--- src/rtl/pdma_defs.vh ---
// Purpose: shared constants for the data-move and arithmetic unit
// Assumes: 16-bit operand store words, 100 MHz scan clock
// Notes: opcode encodings are local to this block
`ifndef PDMA_DEFS_VH
`define PDMA_DEFS_VH

// ****************************
// opcodes
// ****************************
`define PDMA_OP_BLKCPY 4'h0
`define PDMA_OP_FILL 4'h1
`define PDMA_OP_XCHG 4'h2
`define PDMA_OP_ADD 4'h3
`define PDMA_OP_SUB 4'h4
`define PDMA_OP_MUL 4'h5
`define PDMA_OP_DIV 4'h6
`define PDMA_OP_REM 4'h7
`define PDMA_OP_INC 4'h8
`define PDMA_OP_DEC 4'h9
`define PDMA_OP_AND 4'hA

// ****************************
// widths, divider cycle count and reset values
// ****************************
`define PDMA_WORD_W 16
`define PDMA_ADDR_W 16
`define PDMA_DIV_CYCLES 6'h20
`define PDMA_ZERO16 16'h0000

`endif

--- src/rtl/pdma_divider.v ---
// Purpose: signed restoring divider giving quotient and remainder
// Assumes: start is a one-cycle pulse, divisor is nonzero
// Notes: quotient truncates toward zero, remainder takes the dividend sign
`timescale 1ns/1ps
`include "pdma_defs.vh"
module pdma_divider (
  input wire clk,
  input wire rst_n,
  input wire start,
  input wire [31:0] dividend,
  input wire [31:0] divisor,
  output reg [31:0] quotient,
  output reg [31:0] remainder,
  output reg done
);
  reg [31:0] num_q;
  reg [31:0] den_q;
  reg [31:0] rem_q;
  reg [5:0] cnt_q;
  reg busy_q;
  reg qneg_q;
  reg rneg_q;
  wire [32:0] trial;

  function [31:0] mag;
    input [31:0] v;
    begin
      mag = v[31] ? (~v + 32'h00000001) : v;
    end
  endfunction

  assign trial = {rem_q, num_q[31]} - {1'b0, den_q};

  always @(posedge clk or negedge rst_n) begin
    if (!rst_n) begin
      num_q <= 32'h00000000;
      den_q <= 32'h00000000;
      rem_q <= 32'h00000000;
      cnt_q <= 6'h00;
      busy_q <= 1'b0;
      qneg_q <= 1'b0;
      rneg_q <= 1'b0;
      quotient <= 32'h00000000;
      remainder <= 32'h00000000;
      done <= 1'b0;
    end else begin
      done <= 1'b0;
      if (start) begin
        num_q <= mag(dividend);
        den_q <= mag(divisor);
        rem_q <= 32'h00000000;
        cnt_q <= `PDMA_DIV_CYCLES;
        busy_q <= 1'b1;
        qneg_q <= dividend[31] ^ divisor[31];
        rneg_q <= dividend[31];
      end else if (busy_q) begin
        if (!trial[32]) begin
          rem_q <= trial[31:0];
          num_q <= {num_q[30:0], 1'b1};
        end else begin
          rem_q <= {rem_q[30:0], num_q[31]};
          num_q <= {num_q[30:0], 1'b0};
        end
        cnt_q <= cnt_q - 6'h01;
        if (cnt_q == 6'h01) begin
          busy_q <= 1'b0;
          done <= 1'b1;
        end
      end
      if (busy_q && cnt_q == 6'h00) begin
        busy_q <= 1'b0;
      end
      if (done) begin
        quotient <= qneg_q ? (~num_q + 32'h00000001) : num_q;
        remainder <= rneg_q ? (~rem_q + 32'h00000001) : rem_q;
      end
    end
  end
endmodule // pdma_divider

--- src/rtl/pdma_edge.v ---
// Purpose: rising-edge detector for an instruction's entry condition
// Assumes: enable is synchronous to CLK_SYS
// Notes: rise is combinational and stays high until an enabled cycle samples level into prev_q
`timescale 1ns/1ps
module pdma_edge (
  input wire clk,
  input wire rst_n,
  input wire level,
  input wire enable,
  output wire rise
);
  reg prev_q;

  always @(posedge clk or negedge rst_n) begin
    if (!rst_n) begin
      prev_q <= 1'b0;
    end else if (enable) begin
      prev_q <= level;
    end
  end

  assign rise = level & ~prev_q;
endmodule // pdma_edge

--- src/rtl/pdma_unit.v ---
// Purpose: execution datapath for data-move and arithmetic instructions
// Assumes: operand store answers a read in the same cycle that MEM_RD is high
// Notes: one instruction at a time; START is taken only while READY is high
//
// Behaviour
// - block copy moves n elements, both addresses stepping by element size.
// - fill writes the one source value into n consecutive destinations.
// - exchange swaps the contents of its two destination operands.
// - addition adds both sources as signed values into the destination.
// - subtraction stores first source minus second as a signed value.
// - multiplication stores the signed product of the two sources, cut to the operand width (low 16 bits in the narrow form).
// - division stores only the truncated signed quotient.
// - remainder stores the signed remainder of the division.
// - the top bit of every arithmetic result is its sign, 1 for negative.
// - a 32-bit operand is the named word low and the next word high.
// - division or remainder by zero raises an error and writes nothing.
// - the pulse form runs once per rising edge of its entry condition.
// - bitwise AND sets a bit only where both source bits are 1, in 16 or 32 bits.
`timescale 1ns/1ps
`include "pdma_defs.vh"
module pdma_unit (
  input wire CLK_SYS,
  input wire RSTN,
  input wire START,
  input wire [3:0] OPCODE,
  input wire WIDE,
  input wire PULSE_FORM,
  input wire ENTRY_COND,
  input wire [15:0] SRC1_ADDR,
  input wire [15:0] SRC2_ADDR,
  input wire [15:0] DST_ADDR,
  input wire [15:0] COUNT,
  output wire READY,
  output reg DONE,
  output reg DIV_ZERO_ERR,
  output reg MEM_RD,
  output reg MEM_WR,
  output reg [15:0] MEM_ADDR,
  output reg [15:0] MEM_WDATA,
  input wire [15:0] MEM_RDATA
);
  // ****************************
  // states
  // ****************************
  localparam ST_IDLE = 4'h0;
  localparam ST_RD = 4'h1;
  localparam ST_RWAIT = 4'h2;
  localparam ST_EXEC = 4'h3;
  localparam ST_DIVW = 4'h4;
  localparam ST_WR = 4'h5;
  localparam ST_NEXT = 4'h6;
  localparam ST_FIN = 4'h7;

  reg [3:0] state_q;
  reg [3:0] op_q;
  reg wide_q;
  reg [15:0] s1_q;
  reg [15:0] s2_q;
  reg [15:0] d_q;
  reg [15:0] n_q;
  reg [2:0] rcnt_q;
  reg [2:0] rtot_q;
  reg [2:0] wcnt_q;
  reg [2:0] wtot_q;
  reg [31:0] a_q;
  reg [31:0] b_q;
  reg [31:0] r_q;
  reg [31:0] r2_q;
  reg div_go_q;
  wire rise;
  wire fire;
  wire [31:0] quo;
  wire [31:0] rem;
  wire div_done;
  wire [15:0] step;
  wire stream;

  pdma_edge u_edge (
    .clk(CLK_SYS),
    .rst_n(RSTN),
    .level(ENTRY_COND),
    .enable(START & READY),
    .rise(rise)
  );

  assign READY = (state_q == ST_IDLE);
  assign fire = START & READY & (PULSE_FORM ? rise : ENTRY_COND);
  assign step = wide_q ? 16'h0002 : 16'h0001;
  assign stream = (op_q == `PDMA_OP_BLKCPY) || (op_q == `PDMA_OP_FILL);

  pdma_divider u_div (
    .clk(CLK_SYS),
    .rst_n(RSTN),
    .start(div_go_q),
    .dividend(a_q),
    .divisor(b_q),
    .quotient(quo),
    .remainder(rem),
    .done(div_done)
  );

  // sign-extend a 16-bit word so narrow forms share the 32-bit datapath
  function [31:0] sx;
    input [31:0] v;
    input w;
    begin
      sx = w ? v : {{16{v[15]}}, v[15:0]};
    end
  endfunction

  // read address for word k of the operand list
  function [15:0] rd_addr;
    input [2:0] k;
    input w;
    input [15:0] p;
    input [15:0] q;
    begin
      if (w) begin
        rd_addr = (k[1] ? q : p) + {15'h0000, k[0]};
      end else begin
        rd_addr = k[0] ? q : p;
      end
    end
  endfunction

  // ****************************
  // sequencer
  // ****************************
  always @(posedge CLK_SYS or negedge RSTN) begin
    if (!RSTN) begin
      state_q <= ST_IDLE;
      op_q <= 4'h0;
      wide_q <= 1'b0;
      s1_q <= `PDMA_ZERO16;
      s2_q <= `PDMA_ZERO16;
      d_q <= `PDMA_ZERO16;
      n_q <= `PDMA_ZERO16;
      rcnt_q <= 3'h0;
      rtot_q <= 3'h0;
      wcnt_q <= 3'h0;
      wtot_q <= 3'h0;
      a_q <= 32'h00000000;
      b_q <= 32'h00000000;
      r_q <= 32'h00000000;
      r2_q <= 32'h00000000;
      div_go_q <= 1'b0;
      DONE <= 1'b0;
      DIV_ZERO_ERR <= 1'b0;
      MEM_RD <= 1'b0;
      MEM_WR <= 1'b0;
      MEM_ADDR <= `PDMA_ZERO16;
      MEM_WDATA <= `PDMA_ZERO16;
    end else begin
      DONE <= 1'b0;
      DIV_ZERO_ERR <= 1'b0;
      MEM_RD <= 1'b0;
      MEM_WR <= 1'b0;
      div_go_q <= 1'b0;
      case (state_q)
        ST_IDLE: begin
          if (fire) begin
            op_q <= OPCODE;
            wide_q <= WIDE;
            n_q <= COUNT;
            a_q <= 32'h00000000;
            b_q <= 32'h00000000;
            rcnt_q <= 3'h0;
            wcnt_q <= 3'h0;
            if (OPCODE == `PDMA_OP_XCHG) begin
              s1_q <= DST_ADDR;
              s2_q <= SRC2_ADDR;
              rtot_q <= WIDE ? 3'h4 : 3'h2;
            end else if (OPCODE == `PDMA_OP_INC || OPCODE == `PDMA_OP_DEC) begin
              s1_q <= DST_ADDR;
              s2_q <= DST_ADDR;
              rtot_q <= WIDE ? 3'h2 : 3'h1;
            end else if (OPCODE == `PDMA_OP_BLKCPY || OPCODE == `PDMA_OP_FILL) begin
              s1_q <= SRC1_ADDR;
              s2_q <= SRC1_ADDR;
              rtot_q <= WIDE ? 3'h2 : 3'h1;
            end else begin
              s1_q <= SRC1_ADDR;
              s2_q <= SRC2_ADDR;
              rtot_q <= WIDE ? 3'h4 : 3'h2;
            end
            d_q <= DST_ADDR;
            if ((OPCODE == `PDMA_OP_BLKCPY || OPCODE == `PDMA_OP_FILL) && COUNT == 16'h0000) begin
              state_q <= ST_FIN;
            end else if (OPCODE > `PDMA_OP_AND) begin
              state_q <= ST_FIN;
            end else begin
              state_q <= ST_RD;
            end
          end
        end
        ST_RD: begin
          MEM_RD <= 1'b1;
          MEM_ADDR <= rd_addr(rcnt_q, wide_q, s1_q, s2_q);
          state_q <= ST_RWAIT;
        end
        ST_RWAIT: begin
          if (!wide_q) begin
            if (rcnt_q[0]) b_q[15:0] <= MEM_RDATA;
            else a_q[15:0] <= MEM_RDATA;
          end else begin
            case (rcnt_q[1:0])
              2'h0: a_q[15:0] <= MEM_RDATA;
              2'h1: a_q[31:16] <= MEM_RDATA;
              2'h2: b_q[15:0] <= MEM_RDATA;
              default: b_q[31:16] <= MEM_RDATA;
            endcase
          end
          rcnt_q <= rcnt_q + 3'h1;
          state_q <= (rcnt_q + 3'h1 == rtot_q) ? ST_EXEC : ST_RD;
        end
        ST_EXEC: begin
          wcnt_q <= 3'h0;
          wtot_q <= wide_q ? 3'h2 : 3'h1;
          case (op_q)
            `PDMA_OP_BLKCPY, `PDMA_OP_FILL: r_q <= a_q;
            `PDMA_OP_XCHG: begin
              r_q <= b_q;
              r2_q <= a_q;
              wtot_q <= wide_q ? 3'h4 : 3'h2;
            end
            `PDMA_OP_ADD: r_q <= sx(a_q, wide_q) + sx(b_q, wide_q);
            `PDMA_OP_SUB: r_q <= sx(a_q, wide_q) - sx(b_q, wide_q);
            `PDMA_OP_MUL: r_q <= sx(a_q, wide_q) * sx(b_q, wide_q);
            `PDMA_OP_INC: r_q <= a_q + 32'h00000001;
            `PDMA_OP_DEC: r_q <= a_q - 32'h00000001;
            `PDMA_OP_AND: r_q <= a_q & b_q;
            default: r_q <= a_q;
          endcase
          if (op_q == `PDMA_OP_DIV || op_q == `PDMA_OP_REM) begin
            if (sx(b_q, wide_q) == 32'h00000000) begin
              DIV_ZERO_ERR <= 1'b1;
              state_q <= ST_FIN;
            end else begin
              a_q <= sx(a_q, wide_q);
              b_q <= sx(b_q, wide_q);
              div_go_q <= 1'b1;
              state_q <= ST_DIVW;
            end
          end else begin
            state_q <= ST_WR;
          end
        end
        ST_DIVW: begin
          if (div_done) begin
            state_q <= ST_NEXT;
          end
        end
        ST_NEXT: begin
          // divider output registers settle one cycle after done
          r_q <= (op_q == `PDMA_OP_DIV) ? quo : rem;
          state_q <= ST_WR;
        end
        ST_WR: begin
          MEM_WR <= 1'b1;
          if (op_q == `PDMA_OP_XCHG && wcnt_q >= (wide_q ? 3'h2 : 3'h1)) begin
            MEM_ADDR <= s2_q + {15'h0000, wide_q & ~wcnt_q[0]};
            MEM_WDATA <= (wide_q && !wcnt_q[0]) ? r2_q[31:16] : r2_q[15:0];
            if (wide_q && wcnt_q == 3'h2) MEM_ADDR <= s2_q;
            if (wide_q && wcnt_q == 3'h3) MEM_ADDR <= s2_q + 16'h0001;
            if (wide_q) MEM_WDATA <= wcnt_q[0] ? r2_q[31:16] : r2_q[15:0];
          end else begin
            MEM_ADDR <= d_q + {15'h0000, wcnt_q[0]};
            MEM_WDATA <= wcnt_q[0] ? r_q[31:16] : r_q[15:0];
          end
          wcnt_q <= wcnt_q + 3'h1;
          if (wcnt_q + 3'h1 == wtot_q) begin
            if (stream && n_q > 16'h0001) begin
              n_q <= n_q - 16'h0001;
              d_q <= d_q + step;
              if (op_q == `PDMA_OP_BLKCPY) begin
                s1_q <= s1_q + step;
                s2_q <= s2_q + step;
                rcnt_q <= 3'h0;
                state_q <= ST_RD;
              end else begin
                wcnt_q <= 3'h0;
              end
            end else begin
              state_q <= ST_FIN;
            end
          end
        end
        default: begin
          DONE <= 1'b1;
          state_q <= ST_IDLE;
        end
      endcase
    end
  end
endmodule // pdma_unit

--- config.mk ---
export PLATFORM = sky130hd
export DESIGN_NAME = pdma_unit
export DESIGN_NICKNAME = d
export VERILOG_FILES = /design/src/rtl/pdma_divider.v /design/src/rtl/pdma_edge.v /design/src/rtl/pdma_unit.v
export VERILOG_INCLUDE_DIRS = /design/src /design/src/rtl
export SDC_FILE = /design/constraint.sdc
export NUM_CORES = 2
export LEC_CHECK = 0
export BUFFER_PORTS_ARGS = -buffer_cell sky130_fd_sc_hd__buf_2
export CAP_MARGIN = 25
export CELL_PAD_IN_SITES_DETAIL_PLACEMENT = 0
export CELL_PAD_IN_SITES_GLOBAL_PLACEMENT = 1
export CORE_MARGIN = 8
export CORE_UTILIZATION = 45
export CTS_BUF_LIST = sky130_fd_sc_hd__clkbuf_4 sky130_fd_sc_hd__clkbuf_8 sky130_fd_sc_hd__clkbuf_16
export CTS_CLUSTER_SIZE = 12
export DETAILED_ROUTE_END_ITERATION = 10
export PLACE_DENSITY = 0.78
export SYNTH_ARGS = -nofsm -noshare
export SYNTH_HDL_FRONTEND = slang
export SYNTH_SLANG_ARGS = --single-unit
--- constraint.sdc ---
create_clock -name CLK_SYS -period 24.5 [get_ports CLK_SYS]
set_clock_uncertainty 0.15 [all_clocks]
set_input_delay 2.45 -clock CLK_SYS [delete_from_list [all_inputs] [get_ports CLK_SYS]]
set_output_delay 2.45 -clock CLK_SYS [all_outputs]
set_load 0.005 [all_outputs]
Yosys cells after proc, flatten, opt, wreduce, memory -nomap -nowiden
Index checks and enable logic that the tools add are counted.
Word-level totals
  flip-flop bits (word level): 421
  bits in latches: 0
  RAM bits: 0
  bits in read-only memories: 0
  input port bits: 90
  output and inout port bits: 37
  memories: 0
Operators by class
  add/sub/neg operators: 20
  multipliers: 1
  div/mod/pow operators: 0
  $lt $le $gt $ge: 3
  equal/unequal tests: 42
  shifts and indexed selects: 0
  multiplexer cells: 115
  bitwise gates (word level): 12
  reduce and logical (&&, ||, !) cells: 39
Operator list (count)
  2-to-1 mux 16 bit: 40
  2-to-1 mux 32 bit: 17
  one-hot mux 32 bit (7 select lines): 1
  one-hot mux 32 bit (3 select lines): 2
  adder 32 x 1 -> 32 bit, second input constant: 5
  one-hot mux 16 bit (2 select lines): 5
  NOT 32 bit: 4
  one-hot mux 32 bit (2 select lines): 1
  adder 16 x 1 -> 16 bit: 3
  adder 16 x 2 -> 16 bit: 3
  2-to-1 mux 3 bit: 15
  subtractor 33 x 32 -> 33 bit: 1
  adder 32 bit: 1
  AND 32 bit: 1
  logical NOT 32 bit: 1
  multiplier 32 x 32 -> 32 bit: 1
  subtractor 32 x 1 -> 32 bit, second input constant: 1
  subtractor 32 bit: 1
  equality test 4 x 3 -> 1 bit, second input constant: 7
  one-hot mux 4 bit (7 select lines): 1
  2-to-1 mux 4 bit: 6
  AND reduction 6 bit: 4
  equality test 4 x 2 -> 1 bit, second input constant: 5
  equality test 4 bit, second input constant: 5
  other kinds (38): 101

Longest topological paths before layout
  depth in word-level cells: 7
  mapped depth: 31
  depth with buffers taken out: 28

By module
From an unflattened synthesis, not the netlist that was laid out.
Unflattened totals
  cells, all modules: 5590
  area total of the unflattened synthesis: 47534.3 um2
Modules (own cells, without submodules)
  pdma_unit: instances 1, cells an instance 4320, area each 36294.8 um2, sequential area each 6231.0 um2
  pdma_divider: instances 1, cells an instance 1267, area each 11193.2 um2, sequential area each 4254.1 um2
  pdma_edge: instances 1, cells an instance 3, area each 46.3 um2, sequential area each 25.0 um2

Worst setup path before layout
No wires, ideal clock.
  path type: register to register
  start point: reg wide_q
  end point: reg r_q[31]
  library setup time: 129 ps
  arrival time: 7906 ps
  slack: 16315 ps
  stages on the path, launching flop included: 30
  buffers on the path: 5
  cell sequence: dfrtp_1 -> buf_2 -> buf_2 -> clkbuf_1 -> buf_1 -> clkbuf_1 -> a21oi_1 -> inv_2 -> and2_1 -> fa_1 -> inv_1 -> fa_1 -> fa_1 -> fa_1 -> inv_1 -> fa_1 -> fa_1 -> fa_1 -> fa_1 -> ha_1 -> a21oi_1 -> o21ai_0 -> a2111oi_0 -> a21oi_1 -> nor2b_1 -> a221oi_1 -> a21oi_1 -> xor2_1 -> a221oi_1 -> a21oi_1
On the way
  cells in the longest elaborated chain, start to end: 4
Ends and longest elaborated chain
  start, declared: RTL line pdma_unit.v:56  | reg wide_q;
  start signal, assigned: RTL line pdma_unit.v:133  | wide_q <= 1'b0;
  start signal, assigned: RTL line pdma_unit.v:163  | wide_q <= WIDE;
  2-to-1 mux 32 bit
  multiplier 32 x 32 -> 32 bit (tied with other cells): RTL line pdma_unit.v:228  | `PDMA_OP_MUL: r_q <= sx(a_q, wide_q) * sx(b_q, wide_q);
  one-hot mux 32 bit (7 select lines) (*): RTL line pdma_unit.v:219  | case (op_q)
  one-hot mux 32 bit (2 select lines) (*): RTL line pdma_unit.v:159  | case (state_q)
  end signal, assigned: RTL line pdma_unit.v:220  | `PDMA_OP_BLKCPY, `PDMA_OP_FILL: r_q <= a_q;
  end signal, assigned: RTL line pdma_unit.v:228
  end signal, assigned: RTL line pdma_unit.v:229  | `PDMA_OP_INC: r_q <= a_q + 32'h00000001;
  end, declared: RTL line pdma_unit.v:67  | reg [31:0] r_q;
Every way passes the cells marked *; elsewhere a longest branch is shown, timed or not.
A chain may end at the register's enable or synchronous reset.

Final worst setup path
  start point: reg wide_q
  end point: reg r_q[30]
Same word-level chain as after synthesis.

==> results.md <==
- Clock Power Share: between 10% and 20%
- Post-synthesis cell count: between 5k and 6k
- Initial core utilization: between 40% and 50%
- DRT Pass-1 Iters: 6
- Maxcap violations: 0
- Hold Path End: MEM_ADDR[1]
- Synth area leaders: dfrtp_1, fa_1, ha_1
- CTS root buf: clkbuf_16
- Post-synth EDFFs: 0
- Synth Warn #: 0
- Max Fclk: 110 MHz
- Wire length per cell: roughly 25 um
- Layout cell share with drive strength beyond 1: between 8 and 9%
- Die Ht: approximately 340 um
- Startpoint of the worst hold path: MEM_ADDR[1]
- Routed wire length on met3: ~17000 um
- Die area: roughly 0.12 sq mm
- Net Switching: between 3 and 4 mW
- Seq/Total Area, Yosys: ~22%
- Worst-path clk slew: 70 ps
- Period Utilization, post-route: a little under two fifths
- Endpoints failing setup: 0
- Total Wirelength: 171000 um
- Synth-to-Final Area Change: 8.16%
- Core area: a little over 0.1 sq mm
- RSZ-0062 raised after global routing: no
- Iteration-0 DRC Markers: between 4k and 5k
- LEAKAGE: 23.4 nW
- Longest Clk Path Bufs: 3
- First-pass GRT wire length: about 260000 um
- Worst EP arrival: around 9600 ps
- Initial antenna violation count: 8
- Hold Crit Class: reg -> reg
- RR Endpoint: r_q[30]
- Power Dens Cells: ~140 mW/mm^2
- CTS resizes: 0
- CP most frequent cell: fa_1
- Slew headroom: between 20% and 30%
- Number of H-tree levels: 2
- Design Area, Final: between 0.05 and 0.06 sq mm
- Vias per cell: 5.92
- R2R setup slack: 15390 ps
- Actual slew at the worst max-slew pin: 1140 ps
- Final antenna-violating net count: 0
- Row cnt: between 100 and 150
- Distinct cells, synth: 84
- Synth Cell Area: 0.0471 sq mm
- Syn Nets: approximately 6.4k
- Setup crit end kind: flip-flop
- Total CTS buffers: 54
- IO Port Bufs: between 100 and 150
- Die width: about 340 um
- Crit path buffers/inverters: 4
- CP max stage cell: dfrtp_4
- Residual DRC: 0
- I/O Pins: approximately 130
- Fin nets: 6298
- WP data required: around 25000 ps
- Main synth FF type: dfrtp_1
- Min Tclk post-route: 9110 ps
- Layout Utilization: around half
- Power, Total: roughly 6.9 mW
- Post-synth ARST share: 100%
- M1 WL: 75100 um
- Part of the power in combinational logic: between 60% and 70%
- HPWL after DPL: between 100000 and 150000 um
- Top sig layer: met5
- Fin. Hold Viols: 0
- Hold Path Stages: 2
- CP top delay family: adder cells
- # hold bufs at CTS: 0
- CTS tree: built
- CP max FO: 60
- WL met2: about 73000 um
- Vias in the first global route: between 40k and 50k
- Clock sink total: 420
- Setup total negative slack: 0 ps
- Beginning of the critical path: wide_q
- Leading area contributor after synthesis: dfrtp_1
- Insertion delay to the later sink of the worst-skew pair: between 600 and 700 ps
- Fillers: 10.0k
- Pin count of the biggest net entering global routing: around 140
- Synth Register Bits: 420
- Reg-to-Reg Start: wide_q
- R2R depth: 25
- Internal power: between 3 and 4 mW
- Status: completed
- Reg power frac: about 20%
- Sw Ratio: 55.3%
- Yosys top cell area share: 22.3%
- Peak supply drop: 0.105 mV
- Final Wtd Congestion: 0.999
- Max stage delay on crit path: a little over 800 ps
- Placed Area: 0.0489 sq mm
- Avg Synthesized Cell Area: 8.37 sq um
- Final Max Tran Viols: 0
- Hold WS: 318 ps
- Post CTS Setup Buffer Count: 0
- DR vias: approximately 41k
- All-layer global routing usage: 29.0%
- Worst setup path class: reg -> reg
- GRT overflow: 0
- Crit path launch type: flip-flop
-- stage by stage --
stage	cells	setup slack, ps
4_1_cts	6963	15460
6_report	6970	15390
3_5_place_dp	6862	15500
5_1_grt	6970	14940
3_3_place_gp	6862	15600
2_1_floorplan	5622	16310
-- cell usage in the layout, fill, tap and decap left out, types with 11 or more instances in the layout --
cell type / synthesis / final
or3_1: 29 / 29
o221ai_1: 12 / 12
clkbuf_8: 0 / 14
o211ai_1: 23 / 23
o22ai_1: 39 / 39
a221oi_1: 30 / 30
and3_1: 49 / 49
dfrtp_1: 420 / 413
fa_1: 414 / 414
a21o_1: 75 / 75
mux2i_1: 141 / 139
xnor2_1: 209 / 209
xor2_1: 142 / 142
o21bai_1: 16 / 16
nor3_1: 49 / 48
buf_4: 0 / 106
clkbuf_4: 0 / 11
clkbuf_16: 0 / 54
nand4_1: 23 / 23
mux2_2: 109 / 109
a31oi_1: 37 / 37
nand3b_1: 11 / 11
inv_1: 529 / 528
o21a_1: 25 / 25
nand3_1: 88 / 87
nor4_1: 14 / 14
a22oi_1: 13 / 13
a211oi_1: 85 / 85
o31ai_1: 43 / 43
a21oi_1: 413 / 409
nor2_1: 411 / 404
and2_1: 256 / 256
buf_2: 15 / 125
or4_1: 18 / 18
o41ai_1: 17 / 17
nand2_1: 682 / 681
ha_1: 253 / 253
nor2b_1: 41 / 41
nand2b_1: 37 / 37
o21ai_0: 359 / 358
-- cells in the mapped netlist, types with 30 or more instances --
| library cell | n |
|---|---|
| buf_1 | 32 |
| fa_1 | 414 |
| xnor2_1 | 209 |
| nand2_1 | 682 |
| nor2b_1 | 41 |
| nor3_1 | 49 |
| a31oi_1 | 37 |
| a21o_1 | 75 |
| o22ai_1 | 39 |
| dfrtp_1 | 420 |
| a221oi_1 | 30 |
| clkbuf_1 | 325 |
| o31ai_1 | 43 |
| nor2_1 | 411 |
| a21oi_1 | 413 |
| inv_1 | 529 |
| o21ai_0 | 359 |
| and2_1 | 256 |
| and3_1 | 49 |
| nand3_1 | 88 |
| nand2b_1 | 37 |
| a211oi_1 | 85 |
| xor2_1 | 142 |
| ha_1 | 253 |
| mux2_2 | 109 |
| mux2i_1 | 141 |
-- cell type report --
type / count / area (sq um) / area share (%)
antenna: 4 / 10.0 / 0.0197
multi-input combinational: 4292 / 33200 / 65.2
tap: 1380 / 1730 / 3.39
sequential: 420 / 10500 / 20.7
timing repair buffer: 236 / 1490 / 2.92
clock buffer: 77 / 1610 / 3.16
inverter: 537 / 2020 / 3.96
clock inverter: 24 / 325 / 0.639
-- sequential cells by signal, indices dropped and copies added (netlist names), 32 cells and up --
name / flops
r_q: 32
b_q: 32
u_div.quotient: 32
u_div.den_q: 32
a_q: 32
u_div.remainder: 32
u_div.rem_q: 32
r2_q: 32
u_div.num_q: 32
-- power groups by stage --
stage                     logic [mW]  clock network [mW]  registers [mW]
final                           4.71               0.872            1.35
after global routing            5.06               0.910            1.39
after CTS                       4.57               0.885            1.34
after detailed placement        4.54                   0            1.35
after global placement          4.52                   0            1.34
after floorplan                 3.17                   0            1.15
-- kinds of logic after synthesis --
group / Yosys count / share of synthesized area [%]
AOI/OAI and AO/OA: 1278 / 16.6
xor gates and xnor gates: 352 / 6.58
adders and majority gates: 667 / 24.3
buffers and inverters: 910 / 7.30
DFF: 420 / 22.3
muxes: 250 / 5.60
and+or+nand+nor: 1745 / 17.3
-- worst reg2reg max path: stages, from the launching register on --
cell       delay [ps]
dfrtp_4           820
buf_4             700
a21oi_1           270
inv_1             540
and2_1            250
fa_1              450
fa_1              500
fa_1              510
inv_1              50
fa_1              470
inv_1              50
fa_1              480
fa_1              570
fa_1              440
fa_1              450
ha_1              390
a21o_1            220
a21oi_1           220
o211ai_1          110
a21oi_1           210
o311ai_0          240
a2111oi_0         470
nor3_1            120
xor2_1            150
nand2_1            60
a31oi_1           150
-- routing by layer --
layer  up-vias  track usage, %
li1      18647               -
met1     20428            41.6
met2      1901            43.7
met3       291            6.49
met4         2            8.62
met5         -               0
-- worst max-delay path by stage --
stage               cells past startpoint       to
floorplan                              29  r_q[31]
global placement                       24  r_q[31]
detailed placement                     24  r_q[31]
CTS                                    24  r_q[31]
global route                           25  r_q[31]
finish                                 25  r_q[30]
No activity file was read; power rests on OpenSTA's default activity.
